==> src/core/chc_regs.svh <==
/*
  Timing constants and rule overview for the card host control block.
  Assumes a 50 MHz system clock; included by the package and modules.
*/
// Overview of operation
// - In memory mode host pulses read strobe; card drives data meanwhile.
// - Host ties mode-select low to enter direct ATA mode.
// - Host starts no access while ready/busy shows busy after reset.
// - Space-select high for common memory, low for attribute memory.
// - Host holds space-select low during I/O cycles.
// - Direct ATA mode host asserts DMA grant to accept pending request.
// - Card drives wait low to stretch cycle; host must not complete it.
`ifndef CHC_REGS_SVH
`define CHC_REGS_SVH
`define CHC_CLK_NS 20
`define CHC_RST_PULSE_NS 1000
`define CHC_RST_CYC ((`CHC_RST_PULSE_NS + `CHC_CLK_NS - 1) / `CHC_CLK_NS)
`define CHC_STROBE_NS 100
`define CHC_STROBE_CYC ((`CHC_STROBE_NS + `CHC_CLK_NS - 1) / `CHC_CLK_NS)
`define CHC_SETUP_CYC 2
`define CHC_CNT_W 8
`define CHC_MODE_MEM 2'h0
`define CHC_MODE_IO 2'h1
`define CHC_MODE_ATA 2'h2
`endif

==> src/core/chc_pkg.sv <==
/*
  Types for the card host control block.
  Assumes chc_regs.svh is on the include path.
*/
`include "chc_regs.svh"
package chc_pkg;
  typedef enum logic [2:0] {
    ST_RESET = 3'b000,
    ST_WAIT_READY = 3'b001,
    ST_IDLE = 3'b010,
    ST_SETUP = 3'b011,
    ST_STROBE = 3'b100,
    ST_STRETCH = 3'b101,
    ST_HOLD = 3'b110
  } chc_state_type;
  typedef logic [1:0] chc_mode_type;
endpackage

==> src/core/chc_irq_if.sv <==
/*
  Interface carrying the normalised card event signals between modules.
  Assumes a single clock domain owned by the host controller.
*/
`timescale 1ns/1ns
interface chc_irq_if;
  logic irq_pulse;
  logic irq_level;
  logic dma_req;
  modport src (output irq_pulse, output irq_level, output dma_req);
  modport dst (input irq_pulse, input irq_level, input dma_req);
endinterface

==> src/core/chc_event_rx.sv <==
/*
  Mode-aware decoder of the card interrupt and DMA request lines.
  Assumes card outputs are synchronous to clk_i.
*/
`timescale 1ns/1ns
`include "chc_regs.svh"
module chc_event_rx
  import chc_pkg::*;
(
  input wire logic clk_i,
  input wire logic sys_rst_i,
  input wire chc_mode_type mode_i,
  input wire logic card_interrupt_request_n_i,
  input wire logic ata_interrupt_line_i,
  input wire logic dma_request_line_i,
  chc_irq_if.src ev
);
  logic req_n_prev_reg;
  wire is_io = (mode_i == `CHC_MODE_IO);
  wire is_ata = (mode_i == `CHC_MODE_ATA);
  // Falling edge catches pulse mode; level still reported for level mode
  wire fall = req_n_prev_reg & ~card_interrupt_request_n_i;
  always_ff @(posedge clk_i) begin
    if (sys_rst_i) begin
      req_n_prev_reg <= 1'b1;
      ev.irq_pulse <= 1'b0;
      ev.irq_level <= 1'b0;
      ev.dma_req <= 1'b0;
    end else begin
      req_n_prev_reg <= card_interrupt_request_n_i;
      ev.irq_pulse <= is_io & fall;
      ev.irq_level <= (is_io & ~card_interrupt_request_n_i) | (is_ata & ata_interrupt_line_i);
      ev.dma_req <= is_ata & dma_request_line_i;
    end
  end
endmodule

==> src/core/chc_host.sv <==
/*
  Host controller for the card parallel port control signals: reset, ready wait,
  read strobe with wait stretching, space select, DMA grant and interrupt sensing.
  Assumes card outputs are already synchronous to clk_i; data/address buses external.
*/
`timescale 1ns/1ns
`include "chc_regs.svh"
module chc_host
  import chc_pkg::*;
(
  input wire logic clk_i,
  input wire logic sys_rst_i,
  input wire logic [1:0] mode_i,
  input wire logic card_reset_req_i,
  input wire logic rd_req_i,
  input wire logic rd_attr_i,
  input wire logic dma_accept_i,
  input wire logic ready_busy_line_i,
  input wire logic wait_n_i,
  input wire logic card_interrupt_request_n_i,
  input wire logic ata_interrupt_line_i,
  input wire logic dma_request_line_i,
  output logic direct_ata_mode_select_n_o,
  output logic card_reset_o,
  output logic read_strobe_n_o,
  output logic space_select_n_o,
  output logic dma_grant_n_o,
  output logic card_ready_o,
  output logic rd_done_o,
  output logic irq_o,
  output logic dma_pending_o
);
  chc_state_type state_reg, state_next;
  logic [`CHC_CNT_W-1:0] cnt_reg, cnt_next;
  chc_mode_type mode_reg;
  chc_irq_if ev ();

  chc_event_rx u_event_rx (
    .clk_i(clk_i),
    .sys_rst_i(sys_rst_i),
    .mode_i(mode_reg),
    .card_interrupt_request_n_i(card_interrupt_request_n_i),
    .ata_interrupt_line_i(ata_interrupt_line_i),
    .dma_request_line_i(dma_request_line_i),
    .ev(ev)
  );

  function automatic logic cnt_done(input logic [`CHC_CNT_W-1:0] c);
    cnt_done = (c == '0);
  endfunction

  wire is_ata = (mode_reg == `CHC_MODE_ATA);
  wire is_io = (mode_reg == `CHC_MODE_IO);
  // Read strobe serves only attribute space in I/O mode
  wire rd_ok = rd_req_i & ~is_ata & (~is_io | rd_attr_i);
  wire in_reset = (state_reg == ST_RESET);
  wire in_read = (state_reg == ST_SETUP) || (state_reg == ST_STROBE) || (state_reg == ST_STRETCH);
  // Wait only honoured while strobe asserted
  wire stretch = ~wait_n_i;

  always_comb begin
    state_next = state_reg;
    cnt_next = cnt_reg;
    if (!cnt_done(cnt_reg)) begin
      cnt_next = cnt_reg - `CHC_CNT_W'(1);
    end
    unique case (state_reg)
      ST_RESET: begin
        if (cnt_done(cnt_reg)) begin
          state_next = ST_WAIT_READY;
        end
      end
      ST_WAIT_READY: begin
        // No access while card reports busy
        if (ready_busy_line_i) begin
          state_next = ST_IDLE;
        end
      end
      ST_IDLE: begin
        if (card_reset_req_i) begin
          state_next = ST_RESET;
          cnt_next = `CHC_CNT_W'(`CHC_RST_CYC - 1);
        end else if (rd_ok) begin
          state_next = ST_SETUP;
          cnt_next = `CHC_CNT_W'(`CHC_SETUP_CYC - 1);
        end
      end
      ST_SETUP: begin
        if (cnt_done(cnt_reg)) begin
          state_next = ST_STROBE;
          cnt_next = `CHC_CNT_W'(`CHC_STROBE_CYC - 1);
        end
      end
      ST_STROBE: begin
        if (cnt_done(cnt_reg)) begin
          state_next = stretch ? ST_STRETCH : ST_HOLD;
        end
      end
      ST_STRETCH: begin
        if (!stretch) begin
          state_next = ST_HOLD;
        end
      end
      ST_HOLD: begin
        state_next = ST_IDLE;
      end
      default: begin
        state_next = ST_RESET;
        cnt_next = `CHC_CNT_W'(`CHC_RST_CYC - 1);
      end
    endcase
  end

  always_ff @(posedge clk_i) begin
    if (sys_rst_i) begin
      state_reg <= ST_RESET;
      cnt_reg <= `CHC_CNT_W'(`CHC_RST_CYC - 1);
      mode_reg <= `CHC_MODE_MEM;
    end else begin
      state_reg <= state_next;
      cnt_reg <= cnt_next;
      // Mode changes only when card is held in reset
      if (state_next == ST_RESET) begin
        mode_reg <= mode_i;
      end
    end
  end

  always_ff @(posedge clk_i) begin
    if (sys_rst_i) begin
      direct_ata_mode_select_n_o <= 1'b1;
      card_reset_o <= 1'b1;
      read_strobe_n_o <= 1'b1;
      space_select_n_o <= 1'b1;
      dma_grant_n_o <= 1'b1;
      card_ready_o <= 1'b0;
      rd_done_o <= 1'b0;
      irq_o <= 1'b0;
      dma_pending_o <= 1'b0;
    end else begin
      direct_ata_mode_select_n_o <= ~(mode_reg == `CHC_MODE_ATA);
      // ATA mode reset is active low; other modes active high
      card_reset_o <= is_ata ? ~in_reset : in_reset;
      read_strobe_n_o <= ~((state_next == ST_STROBE) || (state_next == ST_STRETCH));
      // Attribute or I/O space selects low across whole cycle
      space_select_n_o <= ~(in_read && (rd_attr_i || is_io));
      dma_grant_n_o <= ~(is_ata & ev.dma_req & dma_accept_i);
      card_ready_o <= (state_reg == ST_IDLE) & ready_busy_line_i;
      rd_done_o <= (state_reg == ST_HOLD);
      irq_o <= ev.irq_pulse | ev.irq_level;
      dma_pending_o <= ev.dma_req;
    end
  end
endmodule

==> config.mk <==
export PLATFORM = sky130hd
export DESIGN_NAME = chc_host
export DESIGN_NICKNAME = d
export VERILOG_FILES = /design/src/core/chc_pkg.sv /design/src/core/chc_irq_if.sv /design/src/core/chc_event_rx.sv /design/src/core/chc_host.sv
export VERILOG_INCLUDE_DIRS = /design/src /design/src/core
export SDC_FILE = /design/constraint.sdc
export NUM_CORES = 1
export LEC_CHECK = 0
export ABC_AREA = 1
export BUFFER_PORTS_ARGS = -buffer_cell sky130_fd_sc_hd__buf_2
export CAP_MARGIN = 40
export CORE_MARGIN = 5
export CORE_UTILIZATION = 46
export DETAILED_ROUTE_END_ITERATION = 16
export PLACE_DENSITY = 0.7
export REMOVE_ABC_BUFFERS = 1
export SYNTH_ARGS = -nofsm -noshare
export SYNTH_HDL_FRONTEND = slang
export SYNTH_SLANG_ARGS = --single-unit
export TNS_END_PERCENT = 30
==> constraint.sdc <==
create_clock -name clk_i -period 1.7 [get_ports clk_i]
set_input_delay 0.085 -clock clk_i [delete_from_list [all_inputs] [get_ports clk_i]]
set_output_delay 0.085 -clock clk_i [all_outputs]
set_load 0.02 [all_outputs]
==> metrics <==
Finished Layout Cells 228; vias in the first global route 1,018; global-route wire length before repair 4222 µm; number of cells produced by synthesis 161; max reg flops 8; DR vias 1,116; relative slew slack 0.5927; # IOs 22; met3 WL 111 µm; Starting Density 0.4871; register area share after synthesis 0.4236; clk_skew 0.006972 ns; unrepaired setup endpoints after global routing no; post-synthesis mux area share 0; XOR/XNOR Fraction of Synth Area 0.03564; height of the chip 61.68 µm; met2 WL 1301 µm; number of port buffers 21; Synth Warn # 0; clock buffer depth 2; DRT met1 WL 1142 µm; dpl cells 213; Worst-Skew Late Latency 0.33 ns; Post-synth ARST share 0; Post-Synth Adder-Cell Area 0.02037; drt drc 0; initial antenna violation count 0; period utilisation layout 0.9183; Placer Congestion 0.8673; Sink Count 26; Max Slew Vio Count 0; die area 3804 µm²; Compound-Gate Fraction of Synth Area 0.09369; num rows 18; Die W 61.68 µm; simple logic cell fraction of the synthesized area 0.3442; Highest Signal Layer met4; H-tree levels 1; post-synth cell types 28; Critical Path AT 1.81 ns; Hold Vio Cnt, Final 0; Post-Syn Area 1229 µm²; CTS root buffer clkbuf_4; share of post-route cells with drive strength above 1 0.2677; top_reg_cell synth dfxtp_1; PwrDens 828.2 nW/µm²; CTS tree yes; Setup Viol. Count Final 0; nets 214; first drt pass iteration count 4; Final ANT Viol Nets 0; core area 2522 µm²; worst slew pin tran 0.6058 ns; outcome finished clean; Worst Setup End Kind flop; DP Wirelength 1952 µm; Peak VDD IR 0.0005934 V; drt wl/cell 11.37 µm; area delta synth->final 25.66%; Min Clock Period, post-route 1.561 ns; Syn Area/Cell 7.632 µm²; final WL 2593 µm; Setup CP Type reg2reg; Min Hold Slack 0.004190 ns; Crit Path Max Fanout 5; Yosys reg bits 26; required time of the critical path 1.95 ns; worst hold path class in2reg; Num CTS Buffers 3; Iter 0 DRT Violations 39; Leak Pwr 0.7683 nW; Fin Setup TNS 0 ns; DR vias/cell 4.895; Max Cap Violations 0; gr ovfl total 0; diode count 0; Total Routing Usage GR 0.1495; Post-synth EDFFs 0; Clk pin slew, worst setup/hold paths 0.15 ns; Startpoint Class flop; largest net degree at the start of global routing 16; Max Freq 640.6 MHz; combinational family with the most area after synthesis simple AND/OR/NAND/NOR gates
==> layout make-up <==
type	count	area [µm²]
Fill cell	237	978.4
Inverter	26	97.59
Clock buffer	3	22.52
Clock inverter	1	30.03
Multi-Input combinational cell	108	614.3
Tap cell	30	37.54
Sequential cell	26	521.8
Timing Repair Buffer	34	220.2
==> worst max-delay path, stage by stage (launching register included) <==
cell and delay (ns):
dfxtp_1 0.35, inv_2 0.07, ha_2 0.21, nand2_4 0.08
nor2_8 0.12, inv_1 0.09, ha_1 0.30, nand2_1 0.05
o21ai_0 0.15, nand2_1 0.06
==> per-layer routing <==
metal / GRT usage / up-vias
li1: - / 586
met1: 0.1764 / 505
met2: 0.2646 / 21
met3: 0.02516 / 4
met4: 0.06364 / 0
met5: 0 / -
==> placed cells by master (no fill, tap or decap), types with 3 or more instances in the layout <==
cell type	n
nand2_1	27
nor2_1	26
dfxtp_1	25
inv_1	21
buf_2	21
a21oi_1	7
dlygate4sd3_1	7
o21ai_0	6
nand3_1	6
buf_4	6
inv_2	5
nor2_4	5
nor3_1	5
xnor2_1	4
nand3_2	3
nand4_1	3
clkbuf_4	3
==> final timing paths <==
kind | startpoint | to | slack (ns) | depth (start not counted)
max | cnt_reg[0] | cnt_reg[0] | 0.14 | 9
min | sys_rst_i | state_reg[1] | 0.004 | 2
max reg2reg | cnt_reg[0] | cnt_reg[0] | 0.14 | 9
min reg2reg | u_event_rx.req_n_prev_reg | u_event_rx.ev.irq_pulse | 0.42 | 2
==> through the flow <==
| step | total power, mW | utilization | setup slack [ns] | instance area, µm² |
|---|---|---|---|---|
| after global placement | 0.8316 | 0.5481 | 0.1324 | 1383 |
| after floorplan | 0.7854 | - | 0.1033 | 1225 |
| after detailed placement | 0.8364 | 0.5481 | 0.03899 | 1383 |
| after CTS | 1.281 | 0.5967 | 0.002790 | 1505 |
| after global routing | 1.333 | 0.6121 | 0.001724 | 1544 |
| final | 1.279 | 0.6121 | 0.1389 | 1544 |
==> power by group <==
group,switching [mW],internal [mW]
registers,0.0245,0.639
clock network,0.198,0.239
logic,0.0973,0.0817
==> synthesized netlist by cell type, types with 2 or more instances <==
cell      n  area share
inv_1    23       0.070
nor3_1    5       0.020
dfxtp_1  26        0.42
nand4_1   3       0.015
inv_2     3      0.0092
o21ai_0   7       0.029
nand2_1  27       0.082
a21oi_1   7       0.029
nor2_4    5       0.046
xnor2_1   4       0.029
nor2_1   26       0.079
nand3_1   6       0.024
nand3_2   3       0.024
ha_1      2       0.020
==> cells by family after synthesis <==
group,after synthesis
fa+ha+maj,2
simple gates,81
compound gates,20
xor+xnor,5
flops,26
buf+inv,27
==> what timing repair did <==
item,4_1_cts,5_1_grt
setup buffers,0,4
hold buffers,7,0
setup endpoints to repair,0,3
hold endpoints to repair,7,0
resized for setup,0,6
No activity file was read; power rests on OpenSTA's default activity.
